--- src/logic/timer_quad_regs.svh ---
// Register offsets, field positions, codes and reset values of the
// quad eight-bit timer. Definitions only; included by the design files.
`ifndef TIMER_QUAD_REGS_SVH
`define TIMER_QUAD_REGS_SVH

// Byte offsets inside one channel pair; pairs sit one stride apart.
`define TQ_OFS_COUNT 8'h00
`define TQ_OFS_CONST_A 8'h04
`define TQ_OFS_CONST_B 8'h08
`define TQ_OFS_CONTROL 8'h0C
`define TQ_OFS_STATUS 8'h10
`define TQ_PAIR_STRIDE 8'h20

// Reset value of every eight-bit register.
`define TQ_RST_VAL 8'h00

// Control register field positions.
`define TQ_CKS_MSB 2
`define TQ_CLR_HI 4
`define TQ_CLR_LO 3

// Control/status register field positions.
`define TQ_BIT_MATCH_B 7
`define TQ_BIT_MATCH_A 6
`define TQ_BIT_WRAP 5
`define TQ_BIT_CAPEN 4
`define TQ_OSB_HI 3
`define TQ_OSB_LO 2
`define TQ_OSA_HI 1
`define TQ_OSA_LO 0

// Clock-select codes.
`define TQ_CKS_STOP 3'b000
`define TQ_CKS_DIV_FAST 3'b001
`define TQ_CKS_DIV_MID 3'b010
`define TQ_CKS_DIV_SLOW 3'b011
`define TQ_CKS_CASCADE 3'b100
`define TQ_CKS_EXT_RISE 3'b101
`define TQ_CKS_EXT_FALL 3'b110
`define TQ_CKS_EXT_BOTH 3'b111

// Clear-select codes.
`define TQ_CLR_NONE 2'b00
`define TQ_CLR_MATCH_A 2'b01
`define TQ_CLR_MATCH_B 2'b10
`define TQ_CLR_CAPTURE 2'b11

// Output actions, ordered so that the larger code wins.
`define TQ_ACT_HOLD 2'b00
`define TQ_ACT_LOW 2'b01
`define TQ_ACT_HIGH 2'b10
`define TQ_ACT_TOGGLE 2'b11

// Capture edge codes.
`define TQ_EDGE_RISE 2'b00
`define TQ_EDGE_FALL 2'b01
`define TQ_EDGE_BOTH 2'b10

// Prescaler ratios of the system clock.
`define TQ_DIV_FAST 8
`define TQ_DIV_MID 64
`define TQ_DIV_SLOW 8192

`endif

--- src/logic/timer_quad_pkg.sv ---
// Types shared by the quad eight-bit timer.
// Assumes the register header is compiled alongside.
package timer_quad_pkg;
  typedef logic [7:0] reg8_t;
  typedef logic [1:0] pin_act_t;
endpackage

--- src/logic/tq_edge_sync.sv ---
// Two-stage synchroniser with rising and falling edge pulses.
// Assumes the pin is asynchronous to the system clock.
`timescale 1ns/1ns
`default_nettype none
module tq_edge_sync (
  // Clock and reset.
  input wire logic i_clk,
  input wire logic i_rst,
  // Pin and edges.
  input wire logic i_pin,
  output logic o_rise,
  output logic o_fall
);
  logic meta_q;
  logic sync_q;
  logic prev_q;

  // Only the second stage reads the first.
  always_ff @(posedge i_clk) begin
    if (i_rst) begin
      meta_q <= 1'b0;
      sync_q <= 1'b0;
      prev_q <= 1'b0;
    end else begin
      meta_q <= i_pin;
      sync_q <= meta_q;
      prev_q <= sync_q;
    end
  end

  assign o_rise = sync_q & ~prev_q; // RULE28
  assign o_fall = ~sync_q & prev_q; // RULE28
endmodule
`default_nettype wire

--- src/logic/timer_quad.sv ---
// Quad eight-bit timer: two cascadable channel pairs behind an APB slave.
// Assumes one system clock, synchronous reset and asynchronous pins.
//
// Contract
// RULE1 - Eight-bit registers, word or byte access
// RULE2 - Internal clocks are divide by 8, 64, 8192
// RULE3 - External clock counts rising, falling or both
// RULE4 - Capture pulse levels last 1.5/2.5 clocks
// RULE5 - Matches hold, clear, set or toggle pin
// RULE6 - Clear select clears on match A or B
// RULE7 - Clear select clears on capture B
// RULE8 - Capture edge rising, falling or both
// RULE9 - Match fires on increment leaving matched count
// RULE10 - Capture copies count and sets B flag
// RULE11 - Wrap flag on all ones to zero
// RULE12 - Pair cascade code makes sixteen-bit counter
// RULE13 - Upper flags sixteen-bit, lower flags byte match
// RULE14 - Pins follow sixteen-bit and byte matches
// RULE15 - Wide capture sets both B flags, upper edge
// RULE16 - Wide mode clears both bytes from upper select
// RULE17 - Upper wraps at sixteen bits, lower per byte
// RULE18 - Lower cascade code counts upper match A
// RULE19 - Second pair behaves like first pair
// RULE20 - Both cascade modes together stop the pair
// RULE21 - Wide capture fills both constant B registers
// RULE22 - Software enables capture, edge, then clock
// RULE23 - Flags clear by read one, write zero
// RULE24 - Output select codes hold, zero, one, toggle
// RULE25 - Coinciding matches take higher priority action
// RULE26 - Capture edge codes rising, falling, both
// RULE27 - No source holds count; code 100 cascades
// RULE28 - Pins synchronised and edge detected first
//
// Chosen here: the APB interface to the registers and the register addresses.
`timescale 1ns/1ns
`default_nettype none
`include "timer_quad_regs.svh"
module timer_quad
  import timer_quad_pkg::*;
#(
  parameter int DIV_FAST = `TQ_DIV_FAST,
  parameter int DIV_MID = `TQ_DIV_MID,
  parameter int DIV_SLOW = `TQ_DIV_SLOW
) (
  // Clock and reset.
  input wire logic I_CORE_CLK,
  input wire logic I_SRST,
  // APB slave.
  input wire logic I_PSEL,
  input wire logic I_PENABLE,
  input wire logic I_PWRITE,
  input wire logic [7:0] I_PADDR,
  input wire logic [31:0] I_PWDATA,
  input wire logic [3:0] I_PSTRB,
  output logic [31:0] O_PRDATA,
  output logic O_PREADY,
  output logic O_PSLVERR,
  // External clock pins, one per channel.
  input wire logic [3:0] I_EXT_CLK,
  // Capture side of the two-way pins of channels 1 and 3.
  input wire logic [1:0] I_CAPTURE_PIN,
  // Timer output pins and their active-low enables.
  output logic [3:0] O_TIMER_OUT_PIN,
  output logic [3:0] O_TIMER_OUT_PIN_OE_N
);
  localparam int DW = $clog2(DIV_SLOW);
  // Larger action code has the higher priority.
  function automatic pin_act_t merge_act(input pin_act_t a,
                                         input pin_act_t b);
    merge_act = (a > b) ? a : b; // RULE25
  endfunction
  function automatic logic apply_act(input pin_act_t act, input logic q);
    case (act)
      `TQ_ACT_LOW: apply_act = 1'b0; // RULE24
      `TQ_ACT_HIGH: apply_act = 1'b1; // RULE24
      `TQ_ACT_TOGGLE: apply_act = ~q; // RULE24
      default: apply_act = q;
    endcase
  endfunction
  // Bus decode.
  logic [7:0] ofs;
  logic pair_sel;
  logic addr_ok;
  logic wr_acc;
  logic rd_acc;
  logic [15:0] rd_pair [2];
  logic [31:0] rdata_q;
  logic [DW-1:0] div_q;
  logic tick_fast;
  logic tick_mid;
  logic tick_slow;
  logic [2:0] cks_w [4];
  logic [3:0] src_tick;
  logic [3:0] ext_rise;
  logic [3:0] ext_fall;
  logic [1:0] cap_rise;
  logic [1:0] cap_fall;

  assign ofs = {3'b000, I_PADDR[4:0]};
  assign pair_sel = I_PADDR[5];
  assign addr_ok = (I_PADDR[7:6] == 2'b00) &&
                   (ofs == `TQ_OFS_COUNT || ofs == `TQ_OFS_CONST_A ||
                    ofs == `TQ_OFS_CONST_B || ofs == `TQ_OFS_CONTROL ||
                    ofs == `TQ_OFS_STATUS);
  assign wr_acc = I_PSEL & I_PENABLE & I_PWRITE & addr_ok;
  assign rd_acc = I_PSEL & I_PENABLE & ~I_PWRITE & addr_ok;
  assign O_PREADY = 1'b1;
  assign O_PSLVERR = I_PSEL & I_PENABLE & ~addr_ok;
  assign O_PRDATA = rdata_q;

  // Read data is captured in the setup cycle and held for the access.
  always_ff @(posedge I_CORE_CLK) begin
    if (I_SRST) begin
      rdata_q <= 32'h0000_0000;
    end else if (I_PSEL & ~I_PENABLE) begin
      rdata_q <= addr_ok ? {16'h0000, rd_pair[pair_sel]} : 32'h0000_0000;
    end
  end

  // Free-running prescaler for the internal clock choices.
  always_ff @(posedge I_CORE_CLK) begin
    if (I_SRST) begin
      div_q <= '0;
    end else begin
      div_q <= div_q + 1'b1;
    end
  end

  assign tick_fast = (div_q & DW'(DIV_FAST - 1)) == DW'(DIV_FAST - 1); // RULE2
  assign tick_mid = (div_q & DW'(DIV_MID - 1)) == DW'(DIV_MID - 1); // RULE2
  assign tick_slow = div_q == DW'(DIV_SLOW - 1); // RULE2

  // Per-channel pin synchronisers and clock source decode.
  genvar c;
  generate
    for (c = 0; c < 4; c++) begin : g_chan
      tq_edge_sync u_ext (
        .i_clk(I_CORE_CLK),
        .i_rst(I_SRST),
        .i_pin(I_EXT_CLK[c]),
        .o_rise(ext_rise[c]),
        .o_fall(ext_fall[c])
      );
      always_comb begin
        case (cks_w[c])
          `TQ_CKS_DIV_FAST: src_tick[c] = tick_fast; // RULE2
          `TQ_CKS_DIV_MID: src_tick[c] = tick_mid; // RULE2
          `TQ_CKS_DIV_SLOW: src_tick[c] = tick_slow; // RULE2
          `TQ_CKS_EXT_RISE: src_tick[c] = ext_rise[c]; // RULE3
          `TQ_CKS_EXT_FALL: src_tick[c] = ext_fall[c]; // RULE3
          `TQ_CKS_EXT_BOTH: src_tick[c] = ext_rise[c] | ext_fall[c]; // RULE3
          default: src_tick[c] = 1'b0; // RULE27
        endcase
      end
    end
  endgenerate

  // Each pair: upper channel 2p, lower channel 2p+1.
  genvar p;
  generate
    for (p = 0; p < 2; p++) begin : g_pair // RULE19
      reg8_t cnt_h_q, cnt_l_q, cra_h_q, cra_l_q, crb_h_q, crb_l_q;
      reg8_t ctl_h_q, ctl_l_q, csr_h_q, csr_l_q;
      logic [2:0] arm_h_q, arm_l_q;
      logic out_h_q, out_l_q;
      logic wide, evt, capture_enable;
      logic inc_h, inc_l, ma_h, mb_h, ma_l, mb_l;
      logic cap, clr_h, clr_l, ov_h, ov_l, carry;
      logic [1:0] edge_sel, clr_sel_h, clr_sel_l;
      logic wr_p, rd_p;
      logic [2:0] set_h, set_l, wclr_h, wclr_l;

      assign cks_w[2*p] = ctl_h_q[`TQ_CKS_MSB:0];
      assign cks_w[2*p+1] = ctl_l_q[`TQ_CKS_MSB:0];
      assign wr_p = wr_acc & (pair_sel == 1'(p));
      assign rd_p = rd_acc & (pair_sel == 1'(p));

      tq_edge_sync u_cap (
        .i_clk(I_CORE_CLK),
        .i_rst(I_SRST),
        .i_pin(I_CAPTURE_PIN[p]),
        .o_rise(cap_rise[p]),
        .o_fall(cap_fall[p])
      );

      assign wide = ctl_h_q[`TQ_CKS_MSB:0] == `TQ_CKS_CASCADE; // RULE12
      assign evt = ctl_l_q[`TQ_CKS_MSB:0] == `TQ_CKS_CASCADE; // RULE18
      assign capture_enable = csr_l_q[`TQ_BIT_CAPEN];

      // Clock pulses; both cascade modes at once produce none.
      assign inc_h = wide ? (~evt & src_tick[2*p+1]) // RULE12
                          : (~evt | ~wide) & src_tick[2*p]; // RULE20
      assign inc_l = evt ? (~wide & ma_h) : src_tick[2*p+1]; // RULE18 RULE20
      assign carry = inc_l & (cnt_l_q == 8'hFF); // RULE12

      // Matches fire on the pulse that leaves the matched count.
      assign ma_h = inc_h & (wide ? {cnt_h_q, cnt_l_q} == {cra_h_q, cra_l_q}
                                  : cnt_h_q == cra_h_q); // RULE9 RULE13
      assign mb_h = inc_h & ~(wide & capture_enable) &
                    (wide ? {cnt_h_q, cnt_l_q} == {crb_h_q, crb_l_q}
                          : cnt_h_q == crb_h_q); // RULE9 RULE13
      assign ma_l = inc_l & (cnt_l_q == cra_l_q); // RULE9 RULE13
      assign mb_l = inc_l & ~capture_enable & (cnt_l_q == crb_l_q); // RULE9 RULE13

      // Capture edge comes from the upper channel in sixteen-bit mode.
      assign edge_sel = wide ? csr_h_q[`TQ_OSB_HI:`TQ_OSB_LO]
                             : csr_l_q[`TQ_OSB_HI:`TQ_OSB_LO]; // RULE15
      always_comb begin
        case (edge_sel)
          `TQ_EDGE_RISE: cap = capture_enable & cap_rise[p]; // RULE8 RULE26
          `TQ_EDGE_FALL: cap = capture_enable & cap_fall[p]; // RULE8 RULE26
          `TQ_EDGE_BOTH: cap = capture_enable & (cap_rise[p] | cap_fall[p]); // RULE26
          default: cap = 1'b0;
        endcase
      end

      // Counter clearing.
      assign clr_sel_h = ctl_h_q[`TQ_CLR_HI:`TQ_CLR_LO];
      assign clr_sel_l = ctl_l_q[`TQ_CLR_HI:`TQ_CLR_LO];
      assign clr_h = (clr_sel_h == `TQ_CLR_MATCH_A && ma_h) || // RULE6
                     (clr_sel_h == `TQ_CLR_MATCH_B && mb_h) || // RULE6
                     (clr_sel_h == `TQ_CLR_CAPTURE && cap && wide); // RULE7
      assign clr_l = wide ? clr_h : // RULE16
                     (clr_sel_l == `TQ_CLR_MATCH_A && ma_l) || // RULE6
                     (clr_sel_l == `TQ_CLR_MATCH_B && mb_l) || // RULE6
                     (clr_sel_l == `TQ_CLR_CAPTURE && cap); // RULE7

      // Wrap detection.
      assign ov_h = wide ? carry & (cnt_h_q == 8'hFF) // RULE17
                         : inc_h & (cnt_h_q == 8'hFF); // RULE11
      assign ov_l = carry; // RULE11 RULE17

      // Counters: clear beats a write, a write beats an increment.
      always_ff @(posedge I_CORE_CLK) begin
        if (I_SRST) begin
          cnt_h_q <= `TQ_RST_VAL;
        end else if (clr_h) begin
          cnt_h_q <= 8'h00; // RULE6 RULE16
        end else if (wr_p && ofs == `TQ_OFS_COUNT && I_PSTRB[1]) begin
          cnt_h_q <= I_PWDATA[15:8]; // RULE1
        end else if (wide ? carry : inc_h) begin
          cnt_h_q <= cnt_h_q + 8'h01; // RULE12
        end
      end

      always_ff @(posedge I_CORE_CLK) begin
        if (I_SRST) begin
          cnt_l_q <= `TQ_RST_VAL;
        end else if (clr_l) begin
          cnt_l_q <= 8'h00; // RULE6 RULE7
        end else if (wr_p && ofs == `TQ_OFS_COUNT && I_PSTRB[0]) begin
          cnt_l_q <= I_PWDATA[7:0]; // RULE1
        end else if (inc_l) begin
          cnt_l_q <= cnt_l_q + 8'h01; // RULE18
        end
      end

      // Constant and control registers; a capture beats a write to constant B.
      always_ff @(posedge I_CORE_CLK) begin
        if (I_SRST) begin
          cra_h_q <= `TQ_RST_VAL;
          cra_l_q <= `TQ_RST_VAL;
          ctl_h_q <= `TQ_RST_VAL;
          ctl_l_q <= `TQ_RST_VAL;
        end else if (wr_p) begin
          if (ofs == `TQ_OFS_CONST_A && I_PSTRB[1]) cra_h_q <= I_PWDATA[15:8];
          if (ofs == `TQ_OFS_CONST_A && I_PSTRB[0]) cra_l_q <= I_PWDATA[7:0];
          if (ofs == `TQ_OFS_CONTROL && I_PSTRB[1]) begin
            ctl_h_q <= {3'b000, I_PWDATA[`TQ_CLR_HI+8:8]}; // RULE1
          end
          if (ofs == `TQ_OFS_CONTROL && I_PSTRB[0]) begin
            ctl_l_q <= {3'b000, I_PWDATA[`TQ_CLR_HI:0]}; // RULE1
          end
        end
      end

      always_ff @(posedge I_CORE_CLK) begin
        if (I_SRST) begin
          crb_h_q <= `TQ_RST_VAL;
        end else if (cap && wide) begin
          crb_h_q <= cnt_h_q; // RULE21
        end else if (wr_p && ofs == `TQ_OFS_CONST_B && I_PSTRB[1]) begin
          crb_h_q <= I_PWDATA[15:8];
        end
      end

      always_ff @(posedge I_CORE_CLK) begin
        if (I_SRST) begin
          crb_l_q <= `TQ_RST_VAL;
        end else if (cap) begin
          crb_l_q <= cnt_l_q; // RULE10 RULE21
        end else if (wr_p && ofs == `TQ_OFS_CONST_B && I_PSTRB[0]) begin
          crb_l_q <= I_PWDATA[7:0];
        end
      end

      // Flag events in bit order {match B, match A, wrap}.
      assign set_h = {mb_h | (cap & wide), ma_h, ov_h}; // RULE13 RULE15
      assign set_l = {mb_l | cap, ma_l, ov_l}; // RULE10 RULE15
      assign wclr_h = (wr_p && ofs == `TQ_OFS_STATUS && I_PSTRB[1]) ?
                      arm_h_q & ~I_PWDATA[15:13] : 3'b000; // RULE23
      assign wclr_l = (wr_p && ofs == `TQ_OFS_STATUS && I_PSTRB[0]) ?
                      arm_l_q & ~I_PWDATA[7:5] : 3'b000; // RULE23

      // A status read arms every flag that was seen as one.
      always_ff @(posedge I_CORE_CLK) begin
        if (I_SRST) begin
          arm_h_q <= 3'b000;
          arm_l_q <= 3'b000;
        end else if (rd_p && ofs == `TQ_OFS_STATUS) begin
          arm_h_q <= rdata_q[15:13]; // RULE23
          arm_l_q <= rdata_q[7:5]; // RULE23
        end else if (wr_p && ofs == `TQ_OFS_STATUS) begin
          if (I_PSTRB[1]) arm_h_q <= 3'b000;
          if (I_PSTRB[0]) arm_l_q <= 3'b000;
        end
      end

      // Status registers; a flag event wins over a clear.
      always_ff @(posedge I_CORE_CLK) begin
        if (I_SRST) begin
          csr_h_q <= `TQ_RST_VAL;
          csr_l_q <= `TQ_RST_VAL;
        end else begin
          csr_h_q[7:5] <= (csr_h_q[7:5] & ~wclr_h) | set_h; // RULE23
          csr_l_q[7:5] <= (csr_l_q[7:5] & ~wclr_l) | set_l; // RULE23
          if (wr_p && ofs == `TQ_OFS_STATUS && I_PSTRB[1]) begin
            csr_h_q[4:0] <= I_PWDATA[12:8];
          end
          if (wr_p && ofs == `TQ_OFS_STATUS && I_PSTRB[0]) begin
            csr_l_q[4:0] <= I_PWDATA[4:0];
          end
        end
      end

      // Output pins react to the matches of their own channel.
      always_ff @(posedge I_CORE_CLK) begin
        if (I_SRST) begin
          out_h_q <= 1'b0;
          out_l_q <= 1'b0;
        end else begin
          out_h_q <= apply_act(merge_act(
            ma_h ? csr_h_q[`TQ_OSA_HI:`TQ_OSA_LO] : `TQ_ACT_HOLD,
            mb_h ? csr_h_q[`TQ_OSB_HI:`TQ_OSB_LO] : `TQ_ACT_HOLD),
            out_h_q); // RULE5 RULE14 RULE25
          out_l_q <= apply_act(merge_act(
            ma_l ? csr_l_q[`TQ_OSA_HI:`TQ_OSA_LO] : `TQ_ACT_HOLD,
            (mb_l & ~capture_enable) ? csr_l_q[`TQ_OSB_HI:`TQ_OSB_LO] : `TQ_ACT_HOLD),
            out_l_q); // RULE5 RULE14 RULE25
        end
      end

      assign O_TIMER_OUT_PIN[2*p] = out_h_q;
      assign O_TIMER_OUT_PIN[2*p+1] = out_l_q;
      assign O_TIMER_OUT_PIN_OE_N[2*p] = csr_h_q[3:0] == 4'h0; // RULE24
      assign O_TIMER_OUT_PIN_OE_N[2*p+1] = capture_enable | (csr_l_q[3:0] == 4'h0);

      // Read view: upper channel in the high byte.
      always_comb begin
        case (ofs)
          `TQ_OFS_COUNT: rd_pair[p] = {cnt_h_q, cnt_l_q}; // RULE1
          `TQ_OFS_CONST_A: rd_pair[p] = {cra_h_q, cra_l_q};
          `TQ_OFS_CONST_B: rd_pair[p] = {crb_h_q, crb_l_q};
          `TQ_OFS_CONTROL: rd_pair[p] = {ctl_h_q, ctl_l_q};
          `TQ_OFS_STATUS: rd_pair[p] = {csr_h_q, csr_l_q};
          default: rd_pair[p] = 16'h0000;
        endcase
      end
    end
  endgenerate
endmodule
`default_nettype wire

--- config.mk ---
export PLATFORM = sky130hd
export DESIGN_NAME = timer_quad
export DESIGN_NICKNAME = d
export VERILOG_FILES = /design/src/logic/timer_quad_pkg.sv /design/src/logic/tq_edge_sync.sv /design/src/logic/timer_quad.sv
export VERILOG_INCLUDE_DIRS = /design/src /design/src/logic
export SDC_FILE = /design/constraint.sdc
export NUM_CORES = 1
export LEC_CHECK = 0
export ABC_AREA = 0
export BUFFER_PORTS_ARGS = -buffer_cell sky130_fd_sc_hd__buf_2
export CAP_MARGIN = 20
export CORE_MARGIN = 1.5
export CORE_UTILIZATION = 40
export CTS_CLUSTER_DIAMETER = 30
export DETAILED_ROUTE_END_ITERATION = 10
export PLACE_DENSITY_LB_ADDON = 0.12
export SLEW_MARGIN = 15
export SYNTH_ARGS = -nofsm -noshare
export SYNTH_HDL_FRONTEND = slang
export SYNTH_SLANG_ARGS = --single-unit
--- constraint.sdc ---
create_clock -name I_CORE_CLK -period 5.5 [get_ports I_CORE_CLK]
set_clock_uncertainty 0.05 [all_clocks]
set_input_delay 0.55 -clock I_CORE_CLK [delete_from_list [all_inputs] [get_ports I_CORE_CLK]]
set_output_delay 0.55 -clock I_CORE_CLK [all_outputs]
set_load 0.02 [all_outputs]
==> metrics.cfg, run 1 <==
[clocking]
cts_buffer_depth=3
clk_pin_slew_ns=0.05
worstSkewPairLatency_ns=0.56
cts.root.buffer_cell=clkbuf_16
ctsHtreeMaxLevel=2
clock_sinks=211
cts_buffers=58
cts_hold_repair.buffers=0
cts_setup_buffers=0
cts.repair.resized=0
cts_tree=yes

[synthesis]
synth.distinct_cells=68
synth-edff-count=0
yosysTopAreaCell=dfxtp_1
synth.cell_area_sq_um=11800
syn_avg_cell_area_sq_um=8.37
synthMostInstantiatedCell=nor2_1
synth.area.top_cells=dfxtp_1, mux2i_1, nor2_1, xor2_1, a211oi_1
yosysWarnings=0
synth_top_cell_area_share=0.359
seq_area_frac_synth=0.359
async_reset_ff_frac=0
synth_common_cells=nor2_1, dfxtp_1, mux2i_1, clkbuf_1, nand2_1
postSynthCellCount=1407
yosys_register_bits=211
synthFlopType=dfxtp_1

[sta]
clock.fmax_mhz=250
hold_viol=0
worst_pin_slew_ns=1.09
fin_setup_tns_ns=0
min_period_over_period=0.727
period_needed_ns=4.00
drv_slew=0
setup_viol=0
rsz0062_at_grt=false
max_slew_margin=0.274

[hold_path]
min_path_type=in -> reg
hold_depth=2

[worst_setup_path]
worst_path_max_delay_cell=nor4_1
r2r_cells=14
critPathMaxStageDelay_ns=0.66
cp.arrival_ns=4.34
critPathCaptureType=flop
critPathTopFamily=simple AND/OR/NAND/NOR gates
crit_buf_inv=1
path_cells=ha_1, nand4_1, nor4_1, o211ai_1, o32ai_2, buf_4, nor2b_1, and2_1, ha_1, nor2b_1, o21ai_0, nand2_1, o32ai_1, a311oi_1
critPathRequiredTime_ns=5.84
crit_cells=14
cp_max_fo=13
critPathLaunchType=flop
critPathKind=reg -> reg

[detailed_routing]
wl_um=36800
wl_per_cell_um=19.9
dr_total_vias=10300
drc=0
viasPerCell=5.60
ant_nets=0
drt_pass1_iterations=5
drt-initial-drc-count=839

[floorplan]
coreArea_sq_um=28900
io_pins=97
die_w_um=175
initial_core_util=0.408
die_h_um=175
die_area_sq_um=30500
floorplan.rows=62

[power]
sw_frac_of_total=0.215
power_leakage_nw=5.55
p_clk_frac=0.663
comb_power_share=0.028
p_sw_mw=1.08
p_seq_frac=0.309
internal-power_mw=3.94
max-vdd-ir-drop_mv=0.257
powerDensity_nw_per_um2=355

[placed_design]
hpwl_um=24800
io_buffer_count=61
post_dp_cell_area_sq_um=12100
place.gp.congestion=0.833

[final_layout]
final_core_util=0.489
stdcell_area_sq_um=14100
nFillCells=2819
drive_gt1_frac=0.137
area_growth_syn_to_layout_pct=19.8
nNetsFinal=1509

[global_route]
grt_max_degree=94
track_usage=0.242
grt_pass1_wl_um=57900
grt_pass1_vias=9911
antenna_found_initial=1
gr-total-overflow=0

[outcome]
status=finished, final reports clean

[job]
drv_cap=0

[through the flow]
stage	hold WS (ns)	setup WS, ns	instances	total power [mW]
2_1_floorplan	0.364	2.07	1422	1.66
3_3_place_gp	0.377	1.52	1740	1.71
3_5_place_dp	0.374	1.49	1740	1.71
4_1_cts	0.141	1.49	1845	5.06
5_1_grt	0.158	1.08	1847	5.16
6_report	0.159	1.50	1848	5.01
[cell usage in the layout (no fill, tap or decap), types with 10 or more instances in the layout]
master / n
ha_1: 36
nand4_1: 27
xor2_1: 74
a211oi_1: 64
a32oi_1: 18
buf_2: 60
nand3_1: 36
nor2b_1: 32
buf_4: 18
conb_1: 17
xnor2_1: 24
dfxtp_1: 211
inv_1: 42
and2_1: 10
nor2_1: 211
a222oi_1: 12
nand2_1: 75
a22oi_1: 41
a31oi_1: 10
o21ai_0: 15
clkinv_2: 14
clkbuf_1: 12
and3_1: 21
mux2i_1: 103
nor4_1: 19
nand3b_1: 15
nor3b_1: 15
clkbuf_16: 59
a21oi_1: 59
[layer usage]
| metal | vias up | part of all wire | wire, um | track usage |
|---|---|---|---|---|
| li1 | 4990 | - | - | - |
| met1 | 4963 | 0.48 | 17600 | 0.338 |
| met2 | 326 | 0.44 | 16200 | 0.375 |
| met3 | 62 | 0.057 | 2090 | 0.0457 |
| met4 | 0 | 0.024 | 869 | 0.0787 |
| met5 | - | 0 | 0 | 0 |
[cell type report]
cell class | instances | area, sq um | share of cell area
Clock inverter | 26 | 320 | 0.0227
Antenna cell | 1 | 2.50 | 0.000177
Timing Repair Buffer | 79 | 447 | 0.0316
Sequential cell | 211 | 4220 | 0.299
Inverter | 42 | 158 | 0.0112
Clock buffer | 79 | 1630 | 0.116
Tap cell | 384 | 480 | 0.0340
Multi-Input combinational cell | 1026 | 6850 | 0.485
[power by group through the flow]
stage	Sequential (mW)	Combinational, mW	Clock (mW)
3_5_place_dp	1.57	0.140	0
4_1_cts	1.55	0.141	3.37
3_3_place_gp	1.57	0.141	0
6_report	1.55	0.143	3.32
5_1_grt	1.55	0.153	3.46
2_1_floorplan	1.57	0.0917	0
[flip-flops by register name (all words and copies together), names as in the netlist, 16 cells and up]
name            cells
g_pair.cnt_l_q     16
g_pair.csr_l_q     16
g_pair.cra_l_q     16
g_pair.cra_h_q     16
g_pair.csr_h_q     16
g_pair.crb_l_q     16
g_pair.crb_h_q     16
g_pair.cnt_h_q     16
O_PRDATA           16
[worst paths after layout]
check / from / end / slack [ns]
worst max-delay path: div_q[0] / g_pair[0].out_l_q / 1.50
worst max register to register: div_q[0] / g_pair[0].out_l_q / 1.50
worst min-delay path: I_EXT_CLK[0] / g_chan[0].u_ext.meta_q / 0.16
worst min register to register: g_pair[1].u_cap.meta_q / g_pair[1].u_cap.sync_q / 0.38
[worst register-to-register path: stages (launching register included)]
cell      delay, ns
dfxtp_1        0.36
ha_1           0.23
nand4_1        0.18
nor4_1         0.66
o211ai_1       0.47
o32ai_2        0.35
buf_4          0.24
nor2b_1        0.24
and2_1         0.18
ha_1           0.24
nor2b_1        0.13
o21ai_0        0.19
nand2_1        0.08
o32ai_1        0.13
a311oi_1       0.12
[cell families after synthesis]
logic type / share of synthesized area
DFF: 0.359
and+or+nand+nor: 0.210
adders and majority gates: 0.0382
muxes: 0.0894
xor gates and xnor gates: 0.0729
buffers and inverters: 0.0669
AOI/OAI and AO/OA: 0.163
other: 0.000638
Power figures use the tool's default switching activity.
==> run 2: changes to the inputs <==
==> constraint.sdc (replaced) <==
create_clock -name I_CORE_CLK -period 3.8 [get_ports I_CORE_CLK]
set_clock_uncertainty 0.05 [all_clocks]
set_input_delay 0.38 -clock I_CORE_CLK [delete_from_list [all_inputs] [get_ports I_CORE_CLK]]
set_output_delay 0.38 -clock I_CORE_CLK [all_outputs]
set_load 0.02 [all_outputs]
==> metrics.cfg, run 2 (synthesized netlist as in run 1, its figures left out) <==
[worst_setup_path]
path_cells=ha_1, nand4_1, nor4_1, buf_4, o211ai_1, o32ai_2, nor2b_1, nand2_1, ha_1, nor2b_1, o21ai_0, nand2_1, o32ai_1, a311oi_1
cp.arrival_ns=3.81
r2r-end=g_pair[0].out_l_q
crit_cells=14
critPathKind=reg -> reg
cp_max_fo=4
crit_buf_inv=1
critPathMaxStageDelay_ns=0.43
critPathLaunchType=flop
critPathCaptureType=flop
critPathTopFamily=simple AND/OR/NAND/NOR gates
r2r_slack_ns=0.32
r2r_cells=14
r2r-start=div_q[0]
worst_path_max_delay_cell=o32ai_2
critPathRequiredTime_ns=4.14

[global_route]
gr-total-overflow=0
grt_pass1_wl_um=57700
grt_pass1_vias=10000
antenna_found_initial=1
grt_max_degree=99
track_usage=0.241

[sta]
setup_viol=0
drv_slew=0
min_period_over_period=0.915
max_slew_margin=0.401
worst_pin_slew_ns=0.894
hold_viol=0
period_needed_ns=3.48
fin_setup_tns_ns=0
rsz0062_at_grt=false
clock.fmax_mhz=288

[detailed_routing]
drt_pass1_iterations=8
ant_nets=0
drc=0
drt-initial-drc-count=699
wl_per_cell_um=19.6
wl_um=36700
dr_total_vias=10300
viasPerCell=5.51

[job]
drv_cap=0

[floorplan]
initial_core_util=0.408
die_w_um=175
io_pins=97
die_h_um=175
coreArea_sq_um=28900
floorplan.rows=62
die_area_sq_um=30500

[outcome]
status=finished, final reports clean

[hold_path]
hold_path.startpoint=I_EXT_CLK[2]
hold_end=g_chan[2].u_ext.meta_q
hold_depth=2
min_path_type=in -> reg

[clocking]
ctsHtreeMaxLevel=2
cts.root.buffer_cell=clkbuf_16
worstSkewPairLatency_ns=0.55
cts_hold_repair.buffers=4
cts_setup_buffers=0
clk_pin_slew_ns=0.04
cts_buffers=55
cts_tree=yes
cts_buffer_depth=3
clock_sinks=211
cts.repair.resized=0

[placed_design]
hpwl_um=25500
place.gp.congestion=0.862
io_buffer_count=61
post_dp_cell_area_sq_um=12400

[power]
internal-power_mw=5.96
max-vdd-ir-drop_mv=0.351
powerDensity_nw_per_um2=522
power_leakage_nw=5.73
sw_frac_of_total=0.210
p_clk_frac=0.675
p_seq_frac=0.297
comb_power_share=0.028
p_sw_mw=1.58

[final_layout]
final_cell_mix=dfxtp_1, nor2_1, mux2i_1
area_growth_syn_to_layout_pct=22.6
drive_gt1_frac=0.153
stdcell_area_sq_um=14400
final_core_util=0.500
nNetsFinal=1537

==> run 2: cell types whose count changed in the layout (fill, tap and decap cells not counted), sizes merged <==
cell,delta
buf,+27
bufinv,+6
clkbuf,-11
clkinv,-4
clkinvlp,+4
dlygate4sd3,+4
==> run 2: worst max-delay path by stage <==
stage | startpoint | to | slack [ns]
after floorplan | g_pair[1].ctl_h_q[2] | g_pair[1].cnt_l_q[0] | 0.37
after global placement | div_q[0] | g_pair[1].out_l_q | 0.45
after detailed placement | div_q[0] | g_pair[1].out_l_q | 0.38
after CTS | div_q[0] | g_pair[1].out_l_q | 0.35
after global routing | div_q[0] | g_pair[0].out_l_q | 0.007
final | div_q[0] | g_pair[0].out_l_q | 0.32
==> run 2: layout make-up <==
class / count / area [sq um]
inverter: 42 / 158
multi-input combinational: 1026 / 6850
timing repair buffer: 110 / 689
tap: 384 / 480
clock inverter: 32 / 518
clock buffer: 68 / 1520
sequential: 211 / 4220
antenna: 1 / 2.50
fill: 2830 / 14400
==> run 2: power by group through the flow <==
stage	logic, mW	clock network, mW	registers [mW]
floorplan	0.133	0	2.28
global placement	0.207	0	2.28
detailed placement	0.207	0	2.28
CTS	0.212	5.16	2.24
global route	0.229	5.28	2.24
finish	0.214	5.09	2.24
==> run 2: metrics by stage <==
stage / std cells / power [mW] / setup slack [ns] / hold slack (ns)
6_report: 1874 / 7.54 / 0.324 / 0.00685
5_1_grt: 1873 / 7.75 / 0.00741 / 0.0109
4_1_cts: 1872 / 7.61 / 0.353 / 0.00519
3_5_place_dp: 1768 / 2.49 / 0.377 / 0.378
3_3_place_gp: 1767 / 2.48 / 0.449 / 0.368
2_1_floorplan: 1422 / 2.41 / 0.371 / 0.364
==> run 2: layer usage <==
metal / wire length [um] / track usage / vias up
met5: 0 / 0 / -
met4: 1070 / 0.0862 / 0
met3: 2210 / 0.0403 / 77
met2: 16000 / 0.370 / 320
met1: 17500 / 0.341 / 4892
li1: - / - / 5031
==> run 3: changes to the inputs <==
==> constraint.sdc (replaced) <==
create_clock -name I_CORE_CLK -period 4 [get_ports I_CORE_CLK]
set_clock_uncertainty 0.05 [all_clocks]
set_input_delay 0.4 -clock I_CORE_CLK [delete_from_list [all_inputs] [get_ports I_CORE_CLK]]
set_output_delay 0.4 -clock I_CORE_CLK [all_outputs]
set_load 0.02 [all_outputs]
==> metrics.cfg, run 3 (synthesized netlist as in run 1, its figures left out) <==
[global_route]
track_usage=0.239
global_route.usage.met1=0.336
grt_pass1_wl_um=57000
use_met3=0.0405
gr-total-overflow=0
antenna_found_initial=1
grt_busiest_layer=met2
grt_use_met2=0.374
grt_max_degree=82
grt_pass1_vias=9803

[job]
drv_cap=0

[floorplan]
die_h_um=175
coreArea_sq_um=28900
initial_core_util=0.408
die_w_um=175
floorplan.rows=62
io_pins=97
die_area_sq_um=30500

[clocking]
cts.root.buffer_cell=clkbuf_16
cts_buffers=60
worstSkewPairLatency_ns=0.57
cts_hold_repair.buffers=0
cts_tree=yes
clk_pin_slew_ns=0.04
cts.repair.resized=0
cts_buffer_depth=3
clock_sinks=211
ctsHtreeMaxLevel=2
cts_setup_buffers=0

[final_layout]
nNetsFinal=1534
register_area_sq_um=4220
nFillCells=2795
final_core_util=0.502
final_cell_mix=dfxtp_1, nor2_1, mux2i_1
multi_input_area_sq_um=6850
area_growth_syn_to_layout_pct=23.0
drive_gt1_frac=0.158

[detailed_routing]
drc=0
ant_nets=0
dr_total_vias=10400
wl_per_cell_um=19.6
drt_pass1_iterations=6
drt-initial-drc-count=812
viasPerCell=5.53
wl_um=36800

[worst_setup_path]
path_cells=ha_1, nand4_1, nor4_1, buf_4, o211ai_1, o32ai_2, nor2b_1, and2_1, ha_1, nor2b_1, o21ai_0, nand2_1, o32ai_1, a311oi_1
critPathKind=reg -> reg
worst_path_max_delay_cell=o32ai_2
cp_max_fo=4
critPathCaptureType=flop
critPathMaxStageDelay_ns=0.41
critPathLaunchType=flop
critPathRequiredTime_ns=4.36
critPathTopFamily=simple AND/OR/NAND/NOR gates
crit_buf_inv=1
cp.arrival_ns=3.91

[sta]
min_period_over_period=0.886
period_needed_ns=3.54
max_slew_margin=0.394
rsz0062_at_grt=false
timing.hold.ws_ns=0.0113
drv_slew=0
worst_pin_slew_ns=0.903
setup_viol=0
clock.fmax_mhz=282
hold_viol=0
fin_setup_tns_ns=0

[power]
finalPower_mw=7.32
max-vdd-ir-drop_mv=0.350
powerDensity_nw_per_um2=505
power_leakage_nw=5.78

[hold_path]
min_path_type=in -> reg

[placed_design]
io_buffer_count=61
hpwl_um=25200
place.gp.congestion=0.845

[outcome]
status=finished, final reports clean

[run 3: cell types whose count changed in the layout (fill, tap and decap cells not counted), moves of 4 or more]
cell,previous run,this run
buf_4,45,41
bufinv_16,13,8
clkbuf_16,56,61
clkbuf_8,7,15
clkinvlp_4,7,1
dlygate4sd3_1,4,0
inv_6,1,12
[run 3: report_power, final]
group	total [mW]	internal (mW)	leakage (nW)	switching, mW
Sequential	2.13	2.12	1.70	0.00682
Combinational	0.199	0.0475	3.01	0.151
Clock	5.00	3.56	1.07	1.44
[run 3: area by class of cell]
| class | instances | share of cell area |
|---|---|---|
| Timing Repair Buffer | 102 | 0.0427 |
| Antenna cell | 1 | 0.000173 |
| Tap cell | 384 | 0.0332 |
| Sequential cell | 211 | 0.292 |
| Clock inverter | 32 | 0.0282 |
| Multi-Input combinational cell | 1026 | 0.473 |
| Clock buffer | 80 | 0.121 |
| Inverter | 42 | 0.0109 |
[run 3: stage by stage]
| step | cell area, sq um | worst slack [ns] | std cells |
|---|---|---|---|
| floorplan | 11800 | 0.571 | 1422 |
| global placement | 12300 | 0.620 | 1763 |
| detailed placement | 12300 | 0.495 | 1763 |
| CTS | 14500 | 0.488 | 1875 |
| global route | 14500 | 0.247 | 1877 |
| finish | 14500 | 0.456 | 1878 |
[run 3: final timing paths]
check	slack [ns]	depth (start not counted)	endpoint	start
worst max-delay path	0.46	14	g_pair[0].out_l_q	div_q[0]
worst min register to register	0.38	1	g_pair[1].u_cap.sync_q	g_pair[1].u_cap.meta_q
worst max register to register	0.46	14	g_pair[0].out_l_q	div_q[0]
worst min-delay path	0.01	2	g_pair[1].u_cap.meta_q	I_CAPTURE_PIN[1]
[run 3: metal layers]
metal	share of wire	vias up	routed length, um
met1	0.47	4918	17300
met3	0.064	67	2350
li1	-	5053	-
met2	0.44	352	16400
met5	0	-	0
met4	0.022	0	808
